[src/verilog/amc_pkg.sv]
// Package: offsets, field positions, reset values and timing for amc block
package amc_pkg;
  localparam int unsigned AW = 8;
  localparam int unsigned DW = 16;
  // Register offsets
  localparam logic [7:0] STATUS_OFS = 8'h01;
  localparam logic [7:0] MODE_OFS   = 8'h02;
  localparam logic [7:0] CLOCK_OFS  = 8'h03;
  localparam logic [7:0] GAIN_OFS   = 8'h04;
  localparam logic [7:0] IRQ_ST_OFS = 8'h10;
  localparam logic [7:0] IRQ_MK_OFS = 8'h11;
  // Reset values
  localparam logic [15:0] MODE_RST  = 16'h0510;
  localparam logic [15:0] CLOCK_RST = 16'h030E;
  localparam logic [15:0] GAIN_RST  = 16'h0000;
  localparam logic [3:0]  IRQ_RST   = 4'h0;
  // Operating-mode field positions
  localparam int unsigned REG_CRC_BIT  = 13;
  localparam int unsigned RX_CRC_BIT   = 12;
  localparam int unsigned CRC_POLY_BIT = 11;
  localparam int unsigned RST_FLAG_BIT = 10;
  localparam int unsigned WSIZE_LO     = 8;
  localparam int unsigned TIMEOUT_BIT  = 4;
  localparam int unsigned RSRC_LO      = 2;
  localparam int unsigned FLOAT_BIT    = 1;
  localparam int unsigned PULSE_BIT    = 0;
  // Conversion-clock field positions
  localparam int unsigned CHAN_ONE_ENABLE_BIT = 9;
  localparam int unsigned CHAN_ZERO_ENABLE_BIT = 8;
  localparam int unsigned TURBO_BIT  = 5;
  localparam int unsigned OSR_LO     = 2;
  localparam int unsigned PWR_LO     = 0;
  localparam logic [15:0] CLOCK_WMASK = 16'h03FF;
  // Status word positions
  localparam int unsigned STAT_CRC_BIT = 12;
  localparam int unsigned STAT_CH1_BIT = 1;
  localparam int unsigned STAT_CH0_BIT = 0;
  // Interrupt status bits
  localparam int unsigned IRQ_CH0 = 0;
  localparam int unsigned IRQ_CH1 = 1;
  localparam int unsigned IRQ_CRC = 2;
  localparam int unsigned IRQ_RDY = 3;
  // Ready-source encodings
  localparam logic [1:0] SRC_LAG = 2'h0;
  localparam logic [1:0] SRC_OR  = 2'h1;
  // Turbo ratio
  localparam logic [15:0] TURBO_OSR = 16'h0040;
  // Timing
  localparam int unsigned CLK_NS        = 100;
  localparam int unsigned PULSE_TIME_NS = 400;
  localparam int unsigned PULSE_CYCLES  =
    (PULSE_TIME_NS + CLK_NS - 1) / CLK_NS;
  // Pin driver states; one bit changes on every step from idle
  typedef enum logic [1:0] {
    AMC_IDLE  = 2'b00,
    AMC_PULSE = 2'b10,
    AMC_HOLD  = 2'b01
  } amc_pin_e;
endpackage

[src/verilog/amc_regs.sv]
// Operating-mode and conversion-clock register bank with ready pin driver
// Overview of operation
// RULE1: Bit 13 of mode enables register-map CRC, reset zero.
// RULE2: Bit 12 of mode enables serial-input CRC check, reset zero.
// RULE3: Bit 11 picks CRC polynomial: 0 CCITT, 1 ANSI, all uses.
// RULE4: Bit 10 reads 1 after reset; writing 0 clears reset flag.
// RULE5: Bits 9:8 set word size: 16, 24, 32 padded, 32 extended.
// RULE6: Bit 4 enables serial timeout, reset one.
// RULE7: Bits 3:2 pick ready source: lagging, OR, or leading channel.
// RULE8: Bit 1 idles ready pin high when 0, floating when 1.
// RULE9: Bit 0 signals data as low level or fixed low pulse.
// RULE10: Clock bits 9 and 8 enable channels 1 and 0, reset one.
// RULE11: Turbo bit 5 forces ratio 64, overriding the ratio field.
// RULE12: Bits 4:2 select ratio 128 up to 16256, default 1024.
// RULE13: Bits 1:0 select power mode, default high resolution.
// RULE14: Clock bits 15:10 are read-only zero.
// RULE15: Status bits 1 and 0 flag new data on channels 1 and 0.
// RULE16: Host writes zeros to reserved writable bits.
//
// The implementer's own choice: the plain strobed port.
`timescale 1ns/1ps
`default_nettype none
module amc_regs
  import amc_pkg::*;
#(
  parameter int unsigned PULSE_LEN = PULSE_CYCLES
)(
  input  wire  logic          ref_clk,
  input  wire  logic          rstn,
  input  wire  logic [AW-1:0] reg_addr,
  input  wire  logic [DW-1:0] reg_wdata,
  input  wire  logic          reg_wr,
  input  wire  logic          reg_rd,
  output logic [DW-1:0]       reg_rdata,
  input  wire  logic          chan_zero_sample,
  input  wire  logic          chan_one_sample,
  input  wire  logic          sample_read_done,
  input  wire  logic          rx_crc_error,
  output logic                reg_crc_enable,
  output logic                rx_crc_enable,
  output logic                crc_poly_ansi,
  output logic [1:0]          word_size_select,
  output logic                timeout_enable,
  output logic                chan_one_enable,
  output logic                chan_zero_enable,
  output logic [15:0]         effective_osr,
  output logic [1:0]          power_level_select,
  output logic [15:0]         channel_gain_select,
  output logic                conversion_ready_pin,
  output logic                conversion_ready_oe_n,
  output logic                irq
);

  logic [15:0] operating_mode_config;
  logic [15:0] conversion_clock_config;
  logic        reset_occurred;
  logic        crc_fault;
  logic        chan_zero_new_data;
  logic        chan_one_new_data;
  logic        lead_latch;
  logic [3:0]  irq_status;
  logic [3:0]  irq_mask;
  logic [3:0]  irq_event;
  logic        ready_cond;
  logic        ready_cond_q;
  logic        ready_rise;
  logic [1:0]  ready_source_select;
  logic        ready_idle_float;
  logic        ready_pulse_format;
  logic        turbo_ratio_select;
  logic [2:0]  oversample_ratio_select;
  logic [15:0] status_word;
  logic [15:0] mode_word;
  logic [15:0] clock_word;
  logic        wr_mode;
  logic        wr_clock;
  logic        wr_gain;
  logic        rd_status;
  logic        wr_irq_st;
  logic        wr_irq_mk;
  logic        ch0_evt;
  logic        ch1_evt;
  logic        crc_evt;
  amc_pin_e    pin_state;
  amc_pin_e    next_pin_state;
  logic [7:0]  pulse_cnt;

  function automatic logic hit(input logic [AW-1:0] a,
                               input logic [7:0]    ofs);
    hit = (a == ofs);
  endfunction

  function automatic logic [15:0] osr_decode(input logic       turbo,
                                             input logic [2:0] code);
    logic [15:0] r;
    r = 16'h0400;
    if (turbo) begin
      r = TURBO_OSR;
    end else begin
      case (code)
        3'h0:    r = 16'h0080;
        3'h1:    r = 16'h0100;
        3'h2:    r = 16'h0200;
        3'h3:    r = 16'h0400;
        3'h4:    r = 16'h0800;
        3'h5:    r = 16'h1000;
        3'h6:    r = 16'h2000;
        default: r = 16'h3F80;
      endcase
    end
    osr_decode = r;
  endfunction

  assign wr_mode   = reg_wr && hit(reg_addr, MODE_OFS);
  assign wr_clock  = reg_wr && hit(reg_addr, CLOCK_OFS);
  assign wr_gain   = reg_wr && hit(reg_addr, GAIN_OFS);
  assign rd_status = reg_rd && hit(reg_addr, STATUS_OFS);
  assign wr_irq_st = reg_wr && hit(reg_addr, IRQ_ST_OFS);
  assign wr_irq_mk = reg_wr && hit(reg_addr, IRQ_MK_OFS);

  // Field views of the stored words
  assign reg_crc_enable     = operating_mode_config[REG_CRC_BIT]; // RULE1
  assign rx_crc_enable      = operating_mode_config[RX_CRC_BIT]; // RULE2
  assign crc_poly_ansi      = operating_mode_config[CRC_POLY_BIT]; // RULE3
  assign word_size_select   =
    operating_mode_config[WSIZE_LO +: 2]; // RULE5
  assign timeout_enable     = operating_mode_config[TIMEOUT_BIT]; // RULE6
  assign ready_source_select =
    operating_mode_config[RSRC_LO +: 2]; // RULE7
  assign ready_idle_float   = operating_mode_config[FLOAT_BIT]; // RULE8
  assign ready_pulse_format = operating_mode_config[PULSE_BIT]; // RULE9
  assign chan_one_enable    = conversion_clock_config[CHAN_ONE_ENABLE_BIT]; // RULE10
  assign chan_zero_enable   = conversion_clock_config[CHAN_ZERO_ENABLE_BIT]; // RULE10
  assign turbo_ratio_select = conversion_clock_config[TURBO_BIT];
  assign oversample_ratio_select = conversion_clock_config[OSR_LO +: 3];
  assign effective_osr      =
    osr_decode(turbo_ratio_select, oversample_ratio_select); // RULE11 RULE12
  assign power_level_select = conversion_clock_config[PWR_LO +: 2]; // RULE13

  // Mode register; bit 10 is stored, but reads show the reset flag in its place
  always_ff @(posedge ref_clk) begin
    if (!rstn) begin
      operating_mode_config <= MODE_RST;
    end else if (wr_mode) begin
      operating_mode_config <= reg_wdata;
    end
  end

  // Clock register; top six bits never stored
  always_ff @(posedge ref_clk) begin
    if (!rstn) begin
      conversion_clock_config <= CLOCK_RST;
    end else if (wr_clock) begin
      conversion_clock_config <= reg_wdata & CLOCK_WMASK; // RULE14
    end
  end

  // Gain word kept raw; its fields are decoded elsewhere
  always_ff @(posedge ref_clk) begin
    if (!rstn) begin
      channel_gain_select <= GAIN_RST;
    end else if (wr_gain) begin
      channel_gain_select <= reg_wdata;
    end
  end

  // Writing one leaves the flag alone; only a zero clears it
  always_ff @(posedge ref_clk) begin
    if (!rstn) begin
      reset_occurred <= 1'b1;
    end else if (wr_mode && !reg_wdata[RST_FLAG_BIT]) begin
      reset_occurred <= 1'b0; // RULE4
    end
  end

  // New-data flags; a sample in the cycle of a read-out is kept
  assign ch0_evt = chan_zero_sample && chan_zero_enable;
  assign ch1_evt = chan_one_sample && chan_one_enable;

  always_ff @(posedge ref_clk) begin
    if (!rstn) begin
      chan_zero_new_data <= 1'b0;
    end else if (ch0_evt) begin
      chan_zero_new_data <= 1'b1; // RULE15
    end else if (sample_read_done || !chan_zero_enable) begin
      chan_zero_new_data <= 1'b0;
    end
  end

  always_ff @(posedge ref_clk) begin
    if (!rstn) begin
      chan_one_new_data <= 1'b0;
    end else if (ch1_evt) begin
      chan_one_new_data <= 1'b1; // RULE15
    end else if (sample_read_done || !chan_one_enable) begin
      chan_one_new_data <= 1'b0;
    end
  end

  // Input CRC fault: only counted when checking is on; read clears
  assign crc_evt = rx_crc_error && rx_crc_enable; // RULE2

  always_ff @(posedge ref_clk) begin
    if (!rstn) begin
      crc_fault <= 1'b0;
    end else if (crc_evt) begin
      crc_fault <= 1'b1;
    end else if (rd_status) begin
      crc_fault <= 1'b0;
    end
  end

  // Leading channel: first enabled arrival holds until read-out
  always_ff @(posedge ref_clk) begin
    if (!rstn) begin
      lead_latch <= 1'b0;
    end else if (ch0_evt || ch1_evt) begin
      lead_latch <= 1'b1;
    end else if (sample_read_done) begin
      lead_latch <= 1'b0;
    end
  end

  // Ready condition by source; with no channel enabled only a held leading latch gives ready
  always_comb begin
    ready_cond = 1'b0;
    case (ready_source_select)
      SRC_LAG: begin
        ready_cond = (chan_zero_enable || chan_one_enable) &&
                     (chan_zero_new_data || !chan_zero_enable) &&
                     (chan_one_new_data || !chan_one_enable); // RULE7
      end
      SRC_OR: begin
        ready_cond = chan_zero_new_data || chan_one_new_data; // RULE7
      end
      default: begin
        ready_cond = lead_latch; // RULE7
      end
    endcase
  end

  // Registered copy finds the rising edge of the condition
  always_ff @(posedge ref_clk) begin
    if (!rstn) begin
      ready_cond_q <= 1'b0;
    end else begin
      ready_cond_q <= ready_cond;
    end
  end

  assign ready_rise = ready_cond && !ready_cond_q;

  // Pin driver: level mode holds low, pulse mode times a fixed low
  always_comb begin
    next_pin_state = pin_state;
    case (pin_state)
      AMC_IDLE: begin
        if (ready_rise && ready_pulse_format) begin
          next_pin_state = AMC_PULSE; // RULE9
        end else if (ready_cond && !ready_pulse_format) begin
          next_pin_state = AMC_HOLD; // RULE9
        end
      end
      AMC_PULSE: begin
        if (pulse_cnt == 8'(PULSE_LEN - 1)) begin
          next_pin_state = AMC_IDLE;
        end
      end
      AMC_HOLD: begin
        if (!ready_cond || ready_pulse_format) begin
          next_pin_state = AMC_IDLE;
        end
      end
      default: begin
        next_pin_state = AMC_IDLE;
      end
    endcase
  end

  always_ff @(posedge ref_clk) begin
    if (!rstn) begin
      pin_state <= AMC_IDLE;
    end else begin
      pin_state <= next_pin_state;
    end
  end

  // Eight-bit count limits PULSE_LEN to 256 cycles
  always_ff @(posedge ref_clk) begin
    if (!rstn) begin
      pulse_cnt <= 8'h00;
    end else if (pin_state == AMC_PULSE) begin
      pulse_cnt <= pulse_cnt + 8'h01;
    end else begin
      pulse_cnt <= 8'h00;
    end
  end

  // Registered pin; low while active, idle high or floated
  always_ff @(posedge ref_clk) begin
    if (!rstn) begin
      conversion_ready_pin  <= 1'b1;
      conversion_ready_oe_n <= 1'b0;
    end else if (next_pin_state != AMC_IDLE) begin
      conversion_ready_pin  <= 1'b0; // RULE9
      conversion_ready_oe_n <= 1'b0;
    end else begin
      conversion_ready_pin  <= 1'b1; // RULE8
      conversion_ready_oe_n <= ready_idle_float; // RULE8
    end
  end

  // Interrupts: sticky status, set wins over write-one clear
  assign irq_event[IRQ_CH0] = ch0_evt;
  assign irq_event[IRQ_CH1] = ch1_evt;
  assign irq_event[IRQ_CRC] = crc_evt;
  assign irq_event[IRQ_RDY] = ready_rise;

  always_ff @(posedge ref_clk) begin
    if (!rstn) begin
      irq_status <= IRQ_RST;
    end else if (wr_irq_st) begin
      irq_status <= (irq_status & ~reg_wdata[3:0]) | irq_event;
    end else begin
      irq_status <= irq_status | irq_event;
    end
  end

  // Mask gates only the output; status still records every event
  always_ff @(posedge ref_clk) begin
    if (!rstn) begin
      irq_mask <= IRQ_RST;
    end else if (wr_irq_mk) begin
      irq_mask <= reg_wdata[3:0];
    end
  end

  assign irq = |(irq_status & irq_mask);

  // Read views
  always_comb begin
    mode_word = operating_mode_config;
    mode_word[RST_FLAG_BIT] = reset_occurred; // RULE4
    clock_word = conversion_clock_config & CLOCK_WMASK; // RULE14
    status_word = 16'h0000;
    status_word[STAT_CRC_BIT] = crc_fault;
    status_word[CRC_POLY_BIT] = crc_poly_ansi;
    status_word[RST_FLAG_BIT] = reset_occurred; // RULE4
    status_word[WSIZE_LO +: 2] = word_size_select;
    status_word[STAT_CH1_BIT] = chan_one_new_data; // RULE15
    status_word[STAT_CH0_BIT] = chan_zero_new_data; // RULE15
  end

  // Read data one cycle after the strobe, zero otherwise
  always_ff @(posedge ref_clk) begin
    if (!rstn) begin
      reg_rdata <= 16'h0000;
    end else if (reg_rd) begin
      case (reg_addr)
        STATUS_OFS: reg_rdata <= status_word;
        MODE_OFS:   reg_rdata <= mode_word;
        CLOCK_OFS:  reg_rdata <= clock_word;
        GAIN_OFS:   reg_rdata <= channel_gain_select;
        IRQ_ST_OFS: reg_rdata <= {12'h000, irq_status};
        IRQ_MK_OFS: reg_rdata <= {12'h000, irq_mask};
        default:    reg_rdata <= 16'h0000;
      endcase
    end else begin
      reg_rdata <= 16'h0000;
    end
  end

endmodule
`default_nettype wire

[config.mk]
export PLATFORM = sky130hd
export DESIGN_NAME = amc_regs
export DESIGN_NICKNAME = d
export VERILOG_FILES = /design/src/verilog/amc_pkg.sv /design/src/verilog/amc_regs.sv
export SDC_FILE = /design/constraint.sdc
export NUM_CORES = 1
export LEC_CHECK = 0
export BUFFER_PORTS_ARGS = -buffer_cell sky130_fd_sc_hd__buf_2
export CAP_MARGIN = 30
export CORE_MARGIN = 5
export CORE_UTILIZATION = 30
export CTS_CLUSTER_SIZE = 14
export DETAILED_ROUTE_END_ITERATION = 8
export MAX_ROUTING_LAYER = met4
export SYNTH_ARGS = -nofsm -noshare
export SYNTH_HDL_FRONTEND = slang
export SYNTH_SLANG_ARGS = --single-unit
[constraint.sdc]
create_clock -name ref_clk -period 1.4 [get_ports ref_clk]
set_input_delay 0.14 -clock ref_clk [delete_from_list [all_inputs] [get_ports ref_clk]]
set_output_delay 0.14 -clock ref_clk [all_outputs]
set_load 0.03 [all_outputs]
# Word-level counts from Yosys, hierarchy flattened
# Index checks and enable logic that the tools add are counted.
[op_classes] n_reduce_logical=41 n_bitwise=6 muxes=19 n_addsub=1 eq_ne=16
[op_table] op="14-bit case mux with 7 select lines" n=1
[op_table] op="16-bit case mux with 6 select lines" n=1
[op_table] op="8-bit by 2-bit equality test with 1-bit output, second input constant" n=3
[op_table] op="8-bit by 5-bit equality test with 1-bit output, second input constant" n=2
[op_table] op="1-bit logical AND" n=15
[op_table] op="14-bit 2-to-1 mux" n=1
[op_table] op="2-bit nonzero test" n=5
[op_table] op="3-bit equality test, second input constant" n=3
[op_table] op="1-bit 2-to-1 mux" n=9
[op_table] op="8-bit by 1-bit adder with 8-bit output, second input constant" n=1
[op_table] op="4-bit AND" n=2
[op_table] op="8-bit by 1-bit equality test with 1-bit output, second input constant" n=1
[op_table] op="8-bit by 3-bit equality test with 1-bit output, second input constant" n=1
[op_table] op="1-bit logical OR" n=8
[op_table] op="2-bit 2-to-1 mux" n=4
[op_table] op="4-bit bitwise OR" n=2
[op_table] op="3-bit by 2-bit equality test with 1-bit output, second input constant" n=2
[op_table] op="1-bit zero test" n=6
[op_table] op="2-bit case mux with 3 select lines" n=1
[op_table] op="2-bit by 1-bit equality test with 1-bit output, second input constant" n=2
[op_table] op="2-bit zero test" n=2
[op_table] op="4-bit 2-to-1 mux" n=1
[op_table] op="4-bit inverter" n=1
[op_table] op="2-bit AND reduction" n=2
[op_table] op="7 further kinds" n=7
[word_totals] output_inout_bits=61 reg_bits=84 wordCells=99 input_bits=32

# Depth between registers and ports, before layout
# Gate-level depths: netlist of the first run.
[depth] word_depth=11 mapped_depth=9 ltp_nobuf=6

# Least setup slack after synthesis of the first run
# Ideal clock, no wire load.
[synth_path] path_kind="reg2reg" start="register conversion_clock_config[8]" end="register conversion_ready_oe_n" setup_ns=0.115 period_less_slack_ns=1.620 arrival_time_ns=1.505 stages_incl_launch_ff=6 required_ns=1.285 n_path_buf=0 path_slack_ns=-0.220 path_cell_list="dfxtp_1 > nor2b_1 > a211oi_1 > o31ai_1 > a22oi_1 > and3_1"
[synth_between] elab_chain_len=11 word_cells_on_any_way=17 classes_between="5 x mux; 12 x reduce/logical"
[synth_rtl] item="start, declared" line_no="amc_regs.sv:55" rtl="logic [15:0] conversion_clock_config;"
[synth_rtl] item="start signal, assigned" line_no="amc_regs.sv:154" rtl="conversion_clock_config <= reg_wdata & CLOCK_WMASK;"
[synth_rtl] item="1-bit zero test" line_no="amc_regs.sv:230" rtl="(chan_zero_new_data || !chan_zero_enable) &&"
[synth_rtl] item="1-bit logical OR" line_no="amc_regs.sv:230"
[synth_rtl] item="1-bit logical AND (*)" line_no="amc_regs.sv:229" rtl="ready_cond = (chan_zero_enable || chan_one_enable) &&"
[synth_rtl] item="1-bit logical AND (*)" line_no="amc_regs.sv:230"
[synth_rtl] item="1-bit case mux with 2 select lines (*)" line_no="amc_regs.sv:227" rtl="case (ready_source_select)"
[synth_rtl] item="1-bit logical AND (tied with other cells)" line_no="amc_regs.sv:260" rtl="end else if (ready_cond && !ready_pulse_format) begin"
[synth_rtl] item="2-bit 2-to-1 mux (tied with other cells)" line_no="amc_regs.sv:260"
[synth_rtl] item="2-bit 2-to-1 mux (on tied branches)" line_no="amc_regs.sv:258, amc_regs.sv:270"
[synth_rtl] item="2-bit case mux with 3 select lines (*)" line_no="amc_regs.sv:256" rtl="case (pin_state)"
[synth_rtl] item="2-bit nonzero test (*)" line_no="amc_regs.sv:304" rtl="end else if (next_pin_state != AMC_IDLE) begin"
[synth_rtl] item="2-bit OR reduction (no source line) (*)"
[synth_rtl] item="end signal, assigned" line_no="amc_regs.sv:309" rtl="conversion_ready_oe_n <= ready_idle_float;"
[synth_rtl] item="end, declared" line_no="amc_regs.sv:50" rtl="output logic conversion_ready_oe_n,"
# Every way passes the cells marked *; elsewhere a longest branch is shown, timed or not.
# A chain may end at the register's enable or synchronous reset.

# Worst setup path after layout of the first run
[layout_path] start="register conversion_clock_config[4]" end="output port effective_osr[7]"
[layout_between] elab_chain_len=3 word_cells_on_any_way=9 classes_between="6 x eq/ne; 2 x mux; 1 x reduce/logical"
[layout_rtl] item="3-bit equality test (tied with other cells)" line_no="amc_regs.sv:100" rtl="case (code)"
[layout_rtl] item="14-bit case mux with 7 select lines (*)" line_no="amc_regs.sv:100"
[layout_rtl] item="14-bit 2-to-1 mux (*)" line_no="amc_regs.sv:97" rtl="if (turbo) begin"
[layout_rtl] item="end, declared" line_no="amc_regs.sv:46" rtl="output logic [15:0] effective_osr,"
# Marks and branches as above.

==> impl_metrics.env, run 1 <==
export IMPL_power_frac_comb_pct=6.4
export IMPL_fmax_mhz=675.5
export IMPL_status="finished, violations left"
export IMPL_holdWs_ps=51.81
export IMPL_peakVddDrop_uv=496.9
export IMPL_netlist_area_um2=3694
export IMPL_drc=0
export IMPL_cp_num_buf_inv=1
export IMPL_p_leak_nw=2.080
export IMPL_grt_ovfl_total=0
export IMPL_vias=3314
export IMPL_viasPerCell=4.714
export IMPL_dieArea_um2=14630
export IMPL_r2r_cells=5
export IMPL_crit_cells=3
export IMPL_synth_warnings=0
export IMPL_rsz0062_at_grt="yes"
export IMPL_ant_nets=0
export IMPL_async_flop_share_pct=0
export IMPL_r2r_start="pulse_cnt[5]"
export IMPL_setup_viol=6
export IMPL_seqPwrFrac_pct=48.3
export IMPL_grt_max_degree=27
export IMPL_grt_pass1_vias=3258
export IMPL_hp_class="primary input to flip-flop"
export IMPL_die_h_um=121.0
export IMPL_die_w_um=121.0
export IMPL_slowest_delay_ps=380
export IMPL_violations="negative setup slack"
export IMPL_finalCritPeriodShare_pct=105.7
export IMPL_synthDistinctLibCells=46
export IMPL_clock_sinks=83
export IMPL_synth_edf_count=0
export IMPL_wl_um=10570
export IMPL_p_sw_share_pct=22.25
export IMPL_fin_ws_ps=-80.37
export IMPL_met1_length_um=4849
export IMPL_synthTopCellsByArea="dfxtp_1 45%, nand2_1 8.0%, a22oi_1 5.1%"
export IMPL_finalPower_mw=4.947
export IMPL_cp_start_kind="flip-flop"
export IMPL_cp_data_required_time_ps=1260
export IMPL_drv_cap=0
export IMPL_cts_tree="done"
export IMPL_dpl_hpwl_um=8210
export IMPL_post_synth_inst_count=419
export IMPL_cp_max_fo=9
export IMPL_dr_wl_met2_um=4977
export IMPL_path_cells="or3_1 > a21oi_2 > buf_6"
export IMPL_r2r_end="conversion_ready_oe_n"
export IMPL_final_hold_viol_count=0
export IMPL_dr_pass1_iters=4
export IMPL_power_share_clock_pct=45.3
export IMPL_ioPinCount=93
export IMPL_critPathKind="flip-flop to output port"
export IMPL_p_sw_mw=1.101
export IMPL_cts_htree_levels=3
export IMPL_syn_avg_cell_area_um2=8.815
export IMPL_synth_area_leader_cell="dfxtp_1"
export IMPL_core_um2=12060
export IMPL_rows=40
export IMPL_ys_ff_latch=83
export IMPL_fin_crit_ps=1480
export IMPL_nNetsFinal=563
export IMPL_cp_startpoint="conversion_clock_config[4]"
export IMPL_cp_end_kind="output port"
export IMPL_synth_ff_type="dfxtp_1"
export IMPL_grt_pass1_wl_um=16770
export IMPL_cts_buffers_inserted=9
export IMPL_path_delay_family="flip-flops"
export IMPL_internal_power_mw=3.847
export IMPL_crit_arrival_ps=1340
export IMPL_area_delta_synth_final_pct=31.23
export IMPL_routabilityCongestion=0.8204
export IMPL_drive_gt1_share_pct=31.84
export IMPL_dr_max_layer_used="met4"
export IMPL_initial_core_util_pct=30.62
export IMPL_clock_latency_ps=330
export IMPL_clk_pin_slew_ps=60
export IMPL_slew_violations=0
export IMPL_dr_first_iter_drc_count=194
export IMPL_port_buffers=84
export IMPL_clockRootBuffer="clkbuf_16"
export IMPL_wl_met3_um=599
export IMPL_holdBufCountCts=0
export IMPL_antenna_found_initial=1
export IMPL_skew_ps=4.401
export IMPL_routedWlPerCell_um=15.03
export IMPL_grt_usage_pct=15.01
export IMPL_synth_seq_area_share_pct=44.99
export IMPL_synth_top_area_share_pct=44.99
export IMPL_p_per_area_nw_per_um2=1021
export IMPL_reg2reg_slack_ps=-70
export IMPL_worstSetupEndpoint="effective_osr[7]"
export IMPL_slowest_stage="dfxtp_4"
export IMPL_clockBufferDepth=2
[through the flow]
| stage | util (%) | setup WS [ps] | std cells | TNS [ps] | instance area, um^2 |
|---|---|---|---|---|---|
| after detailed placement | 37.25 | -74.57 | 685 | -669.0 | 4493 |
| after CTS | 39.92 | -93.23 | 701 | -290.3 | 4815 |
| after global placement | 37.25 | -60.45 | 685 | -93.89 | 4493 |
| after global routing | 40.19 | -196.9 | 703 | -770.6 | 4847 |
| after floorplan | - | -27.67 | 426 | -27.67 | 3741 |
| final | 40.19 | -80.37 | 703 | -278.2 | 4847 |
[worst min path at each step]
stage	from	to	slack [ps]	cells after the start
after floorplan	chan_one_sample	chan_one_new_data	260	2
after global placement	reg_wdata[14]	operating_mode_config[14]	390	3
after detailed placement	reg_wdata[10]	channel_gain_select[10]	400	3
after CTS	reg_wdata[10]	channel_gain_select[10]	50	3
after global routing	reg_wdata[10]	channel_gain_select[10]	60	3
final	reg_wdata[10]	channel_gain_select[10]	50	3
[kinds of logic after synthesis]
logic type               after synthesis  share of synthesized area [%]
buffers and inverters                 45                          6.876
flip-flops                            83                          44.99
AO/OA/AOI/OAI                         77                          15.55
XOR/XNOR                              10                          2.371
AND/OR/NAND/NOR                      181                          23.95
other                                  1                         0.1015
adder cells (fa/ha/maj)                1                         0.3387
multiplexers                          21                          5.826
[cells in the mapped netlist, types with 2 or more instances]
library cell  count
nand2b_1          3
buf_2            10
and3_1            9
and3b_1           3
and2_1            2
nand3_1          11
a21oi_1           6
clkbuf_1         11
xor2_1            8
a21boi_0         20
o31ai_1           2
o22ai_1           2
a222oi_1          2
a22oi_1          25
nand4_1           2
mux2_2            4
nor2b_1          21
buf_4            17
a221oi_1          2
inv_1             4
nor3b_1           3
dfxtp_1          83
mux2i_1          17
nor3_1           13
nor2_1           24
xnor2_1           2
nor4_2            2
a22o_1            6
nand2_1          79
nor4_1            2
a21boi_1          9
[per-layer routing]
| layer | GRT usage, % | up-vias |
|---|---|---|
| met3 | 3.450 | 13 |
| li1 | - | 1654 |
| met4 | 4.745 | 0 |
| met2 | 24.14 | 83 |
| met1 | 18.76 | 1564 |
| met5 | - | - |
[final cells by class]
cell class / instances / area (um^2)
sequential: 83 / 1672
clock inverter: 1 / 7.507
inverter: 4 / 15.01
antenna: 1 / 2.502
fill: 1230 / 7214
timing repair buffer: 134 / 817.0
clock buffer: 14 / 274.0
multi-input combinational: 298 / 1849
tap: 168 / 210.2
[flip-flops by register name, indices dropped and copies added, names as in the netlist, 2 cells and up]
signal	cells
irq_status	4
channel_gain_select	16
operating_mode_config	15
reg_rdata	16
conversion_clock_config	10
pin_state	2
pulse_cnt	8
irq_mask	4
[worst min-delay path: cells and delay by family]
family          cells  cell delay, ps
simple gates        1              50
buf+inv             1             100
compound gates      1              50
[power by group through the flow]
stage | sequential, mW | clock, mW | combinational, mW
6_report | 2.39 | 2.24 | 0.317
5_1_grt | 2.39 | 2.39 | 0.344
4_1_cts | 2.39 | 2.29 | 0.315
3_5_place_dp | 2.44 | 0 | 0.313
3_3_place_gp | 2.44 | 0 | 0.309
2_1_floorplan | 2.44 | 0 | 0.182
[placed cells by master, fill, tap and decap left out, types with 5 or more instances in the layout]
master	n
a21boi_0	20
a21boi_1	9
a22o_1	6
a22oi_1	24
and3_1	9
buf_2	80
buf_4	51
clkbuf_16	9
conb_1	8
dfxtp_1	77
dfxtp_2	5
mux2i_1	17
nand2_1	79
nand3_1	11
nor2_1	24
nor2b_1	21
nor3_1	13
xor2_1	7
[repair_timing]
| action | CTS | global route |
|---|---|---|
| buffers inserted | 1 | 2 |
| pin swaps | 1 | 4 |
| resized for setup | 12 | 5 |
| cloned | 0 | 0 |
| setup endpoints to repair | 10 | 8 |
No activity file was read; power rests on OpenSTA's default activity.
==> inputs of run 2 (changes only) <==
BUFFER_PORTS_ARGS = -buffer_cell sky130_fd_sc_hd__clkbuf_2   (was -buffer_cell sky130_fd_sc_hd__buf_2)
CORE_UTILIZATION = 48   (was 30)
PLACE_DENSITY = 0.76   (was unset)
TNS_END_PERCENT = 10   (was unset)
==> impl_metrics.env, run 2 (synthesis results as in run 1) <==
export IMPL_largestRegisters="channel_gain_select x16, reg_rdata x16, operating_mode_config x15"
export IMPL_grt_pass1_wl_um=16210
export IMPL_critPathKind="flip-flop to output port"
export IMPL_fin_ws_ps=-151.8
export IMPL_rsz0062_at_grt="yes"
export IMPL_p_leak_nw=2.069
export IMPL_place_inst=624
export IMPL_grt_usage_pct=21.66
export IMPL_clock_latency_ps=360
export IMPL_fin_setup_tns_ps=-502.6
export IMPL_clockRootBuffer="clkbuf_8"
export IMPL_skew_ps=9.663
export IMPL_ioPinCount=93
export IMPL_initial_core_util_pct=48.55
export IMPL_status="finished, violations left"
export IMPL_setup_viol=6
export IMPL_area_delta_synth_final_pct=28.86
export IMPL_cts_tree="done"
export IMPL_slew_violations=0
export IMPL_vias=3380
export IMPL_port_buffers=84
export IMPL_grt_max_degree=33
export IMPL_clk_pin_slew_ps=80
export IMPL_cp_start_kind="flip-flop"
export IMPL_crit_arrival_ps=1410
export IMPL_dr_first_iter_drc_count=211
export IMPL_p_per_area_nw_per_um2=998.9
export IMPL_dieArea_um2=9549
export IMPL_holdWs_ps=14.15
export IMPL_hp_class="primary input to flip-flop"
export IMPL_fin_util_pct=62.57
export IMPL_antenna_found_initial=0
export IMPL_nNetsFinal=569
export IMPL_core_um2=7607
export IMPL_drv_cap=0
export IMPL_fmax_mhz=644.4
export IMPL_finalCritPeriodShare_pct=110.8
export IMPL_dr_pass1_iters=5
export IMPL_clockBufferDepth=2
export IMPL_final_hold_viol_count=0
export IMPL_peakVddDrop_uv=424.1
export IMPL_n_antenna_cell=0
export IMPL_layout_common_cells="80 x clkbuf_2, 79 x nand2_1, 77 x dfxtp_1, 56 x buf_4, 25 x a22oi_1"
export IMPL_cts_htree_levels=3
export IMPL_fin_crit_ps=1552
export IMPL_final_common_cell="clkbuf_2"
export IMPL_grt_ovfl_total=0
export IMPL_violations="negative setup slack"
export IMPL_placed_area_um2=4447
export IMPL_dpl_hpwl_um=7542
export IMPL_die_w_um=97.72
export IMPL_drive_gt1_share_pct=32.35
export IMPL_layoutNonFillerInstCount=643
export IMPL_drc=0
export IMPL_grt_pass1_vias=3358
export IMPL_clock_sinks=83
export IMPL_finalInstanceArea_um2=4760
export IMPL_routabilityCongestion=0.8981
export IMPL_wl_um=9896
export IMPL_pre_cts_ws_ps=-95.55
export IMPL_cp_data_required_time_ps=1260
export IMPL_routedWlPerCell_um=15.39
export IMPL_cp_end_kind="output port"
export IMPL_die_h_um=97.72
export IMPL_viasPerCell=5.257
export IMPL_cts_buffers_inserted=9
export IMPL_finalPower_mw=4.754
export IMPL_ant_nets=0
export IMPL_cp_max_fo=5
export IMPL_rows=32
==> run 2: critical path, cell delays in order, from the launching register on <==
cell and delay, ps:
dfxtp_2 350, buf_6 130, xor2_1 160, nor3b_2 220, clkbuf_8 200
==> run 2: worst paths after layout <==
check | slack (ps) | to | from | cells after the start
setup / recovery | -150 | effective_osr[8] | conversion_clock_config[3] | 4
hold / removal | 10 | channel_gain_select[10] | reg_wdata[10] | 3
setup reg to reg | -50 | conversion_ready_oe_n | pulse_cnt[5] | 5
hold reg to reg | 460 | operating_mode_config[15] | operating_mode_config[15] | 2
==> run 2: layout make-up <==
cell class | instances | area, um^2
clock inverter | 7 | 116.4
fill | 662 | 2848
inverter | 4 | 15.01
clock buffer | 9 | 123.9
sequential | 83 | 1669
tap | 102 | 127.6
timing repair buffer | 140 | 877.1
multi-input combinational | 298 | 1831
==> run 2: report_power, final <==
part | total (mW) | switching [mW] | leakage, nW | internal, mW
registers | 2.39 | 0.0143 | 0.670 | 2.37
clock network | 2.05 | 0.866 | 0.119 | 1.18
logic | 0.320 | 0.183 | 1.28 | 0.137
==> run 2: what timing repair did <==
| item | 4_1_cts | 5_1_grt |
|---|---|---|
| hold endpoints to repair | 0 | 0 |
| setup endpoints to repair | 9 | 8 |
| pin swaps | 3 | 2 |
| buffers inserted | 3 | 0 |
| hold buffers | 0 | 0 |
| gates resized for setup | 11 | 7 |
==> run 2: routing by layer <==
| layer | global-route usage, % | vias to the layer above | routed length (um) |
|---|---|---|---|
| met4 | 9.159 | 0 | 257 |
| li1 | - | 1668 | - |
| met5 | - | - | 0 |
| met1 | 26.81 | 1558 | 4347 |
| met3 | 4.092 | 24 | 680 |
| met2 | 34.63 | 130 | 4611 |
==> inputs of run 3 (changes only) <==
CORE_UTILIZATION = 35   (was 48)
PLACE_DENSITY = unset   (was 0.76)
==> impl_metrics.env, run 3 (synthesis results as in run 1) <==
export IMPL_status="finished, violations left"
export IMPL_violations="negative setup slack"
export IMPL_finalCritPeriodShare_pct=109.0
export IMPL_grt_ovfl_total=0
export IMPL_p_per_area_nw_per_um2=986.1
export IMPL_cts_buffers_inserted=9
export IMPL_cp_data_required_time_ps=1260
export IMPL_cts_htree_levels=3
export IMPL_initial_core_util_pct=35.78
export IMPL_clockRootBuffer="clkbuf_8"
export IMPL_fin_ws_ps=-126.2
export IMPL_drive_gt1_share_pct=32.41
export IMPL_layout_common_cells="79 x nand2_1, 77 x dfxtp_1, 77 x clkbuf_2, 55 x buf_4"
export IMPL_vias=3342
export IMPL_nNetsFinal=571
export IMPL_grt_max_degree=61
export IMPL_skew_ps=9.279
export IMPL_clock_sinks=83
export IMPL_die_w_um=112.7
export IMPL_fin_util_pct=46.99
export IMPL_clockBufferDepth=2
export IMPL_final_hold_viol_count=0
export IMPL_dr_first_iter_drc_count=180
export IMPL_wl_um=10350
export IMPL_port_buffers=84
export IMPL_routedWlPerCell_um=15.24
export IMPL_ioPinCount=93
export IMPL_cp_startpoint="conversion_clock_config[2]"
export IMPL_hp_class="primary input to flip-flop"
export IMPL_setup_viol=6
export IMPL_final_common_cell="nand2_1"
export IMPL_grt_pass1_wl_um=16660
export IMPL_cp_start_kind="flip-flop"
export IMPL_crit_arrival_ps=1390
export IMPL_grt_usage_pct=16.79
export IMPL_whs_path_depth=3
export IMPL_die_h_um=112.7
export IMPL_drv_cap=0
export IMPL_slowest_stage="or3_1"
export IMPL_rsz0062_at_grt="yes"
export IMPL_antenna_found_initial=0
export IMPL_holdBufCountCts=0
export IMPL_slew_violations=0
export IMPL_cp_max_fo=4
export IMPL_routabilityCongestion=0.8328
export IMPL_clk_pin_slew_ps=90
export IMPL_r2r_start="pulse_cnt[5]"
export IMPL_fin_crit_ps=1526
export IMPL_r2r_cells=5
export IMPL_viasPerCell=4.922
export IMPL_worstSetupEndpoint="effective_osr[7]"
export IMPL_n_antenna_cell=0
export IMPL_fill_cells=1009
export IMPL_area_delta_synth_final_pct=31.33
export IMPL_dpl_hpwl_um=7927
export IMPL_cp_end_kind="output port"
export IMPL_holdWs_ps=14.50
export IMPL_critPathKind="flip-flop to output port"
export IMPL_fin_setup_tns_ps=-535.1
export IMPL_core_um2=10320
export IMPL_grt_pass1_vias=3281
export IMPL_fmax_mhz=655.2
export IMPL_clock_latency_ps=360
export IMPL_reg2reg_slack_ps=-80
export IMPL_peakVddDrop_uv=428.1
export IMPL_dieArea_um2=12710
export IMPL_ant_nets=0
export IMPL_path_cells="or3_1 > a21oi_1 > buf_4"
export IMPL_drc=0
export IMPL_r2r_end="conversion_ready_oe_n"
export IMPL_slowest_delay_ps=370
export IMPL_finalPower_mw=4.784
export IMPL_cts_tree="done"
export IMPL_rows=37
export IMPL_pre_cts_ws_ps=-159.2
export IMPL_dr_pass1_iters=4
export IMPL_p_leak_nw=2.089
export IMPL_largestRegisters="channel_gain_select x16, reg_rdata x16, operating_mode_config x15"
## run 3: how the worst min path moves through the flow
stage	start	end	slack [ps]
6_report	reg_wdata[14]	operating_mode_config[14]	10
2_1_floorplan	chan_one_sample	chan_one_new_data	260
5_1_grt	reg_wdata[15]	operating_mode_config[15]	4
4_1_cts	reg_wdata[13]	operating_mode_config[13]	0.5
3_3_place_gp	reg_wdata[14]	operating_mode_config[14]	380
3_5_place_dp	reg_wdata[13]	operating_mode_config[13]	390
## run 3: per-stage QoR
step / cells / instance area, um^2
after floorplan: 426 / 3727
after global placement: 661 / 4549
after detailed placement: 661 / 4549
after CTS: 679 / 4841
after global routing: 679 / 4851
final: 679 / 4851
## run 3: area by class of cell
type,count,area (um^2),area share (%)
Inverter,4,15.01,0.3095
Tap cell,136,170.2,3.508
Sequential cell,83,1672,34.46
Clock inverter,7,116.4,2.399
Multi-Input combinational cell,298,1824,37.61
Timing Repair Buffer,142,929.6,19.16
Clock buffer,9,123.9,2.554
## run 3: critical path: cells and delay by family (launching register included)
kind,cells,cell delay [ps]
simple gates,1,370
flops,1,350
buf+inv,1,180
compound gates,1,140
## run 3: what timing repair did
item                                    CTS  global route
hold endpoints to repair                  0             0
buffers inserted                          2             0
endpoints found under the setup margin    9            11
gates resized for setup                  13             8
pin swaps                                 3             2
## run 3: power by group
group | switching [mW] | total [mW] | internal [mW]
registers | 0.0133 | 2.39 | 2.37
clock network | 0.885 | 2.07 | 1.18
logic | 0.186 | 0.332 | 0.145
total | 1.09 | 4.78 | 3.70
## run 3: per-layer routing
layer	routed length [um]	global-route usage, %
met1	4682	20.75
met2	4933	26.70
met3	576	4.439
met4	155	5.529
met5	0	-
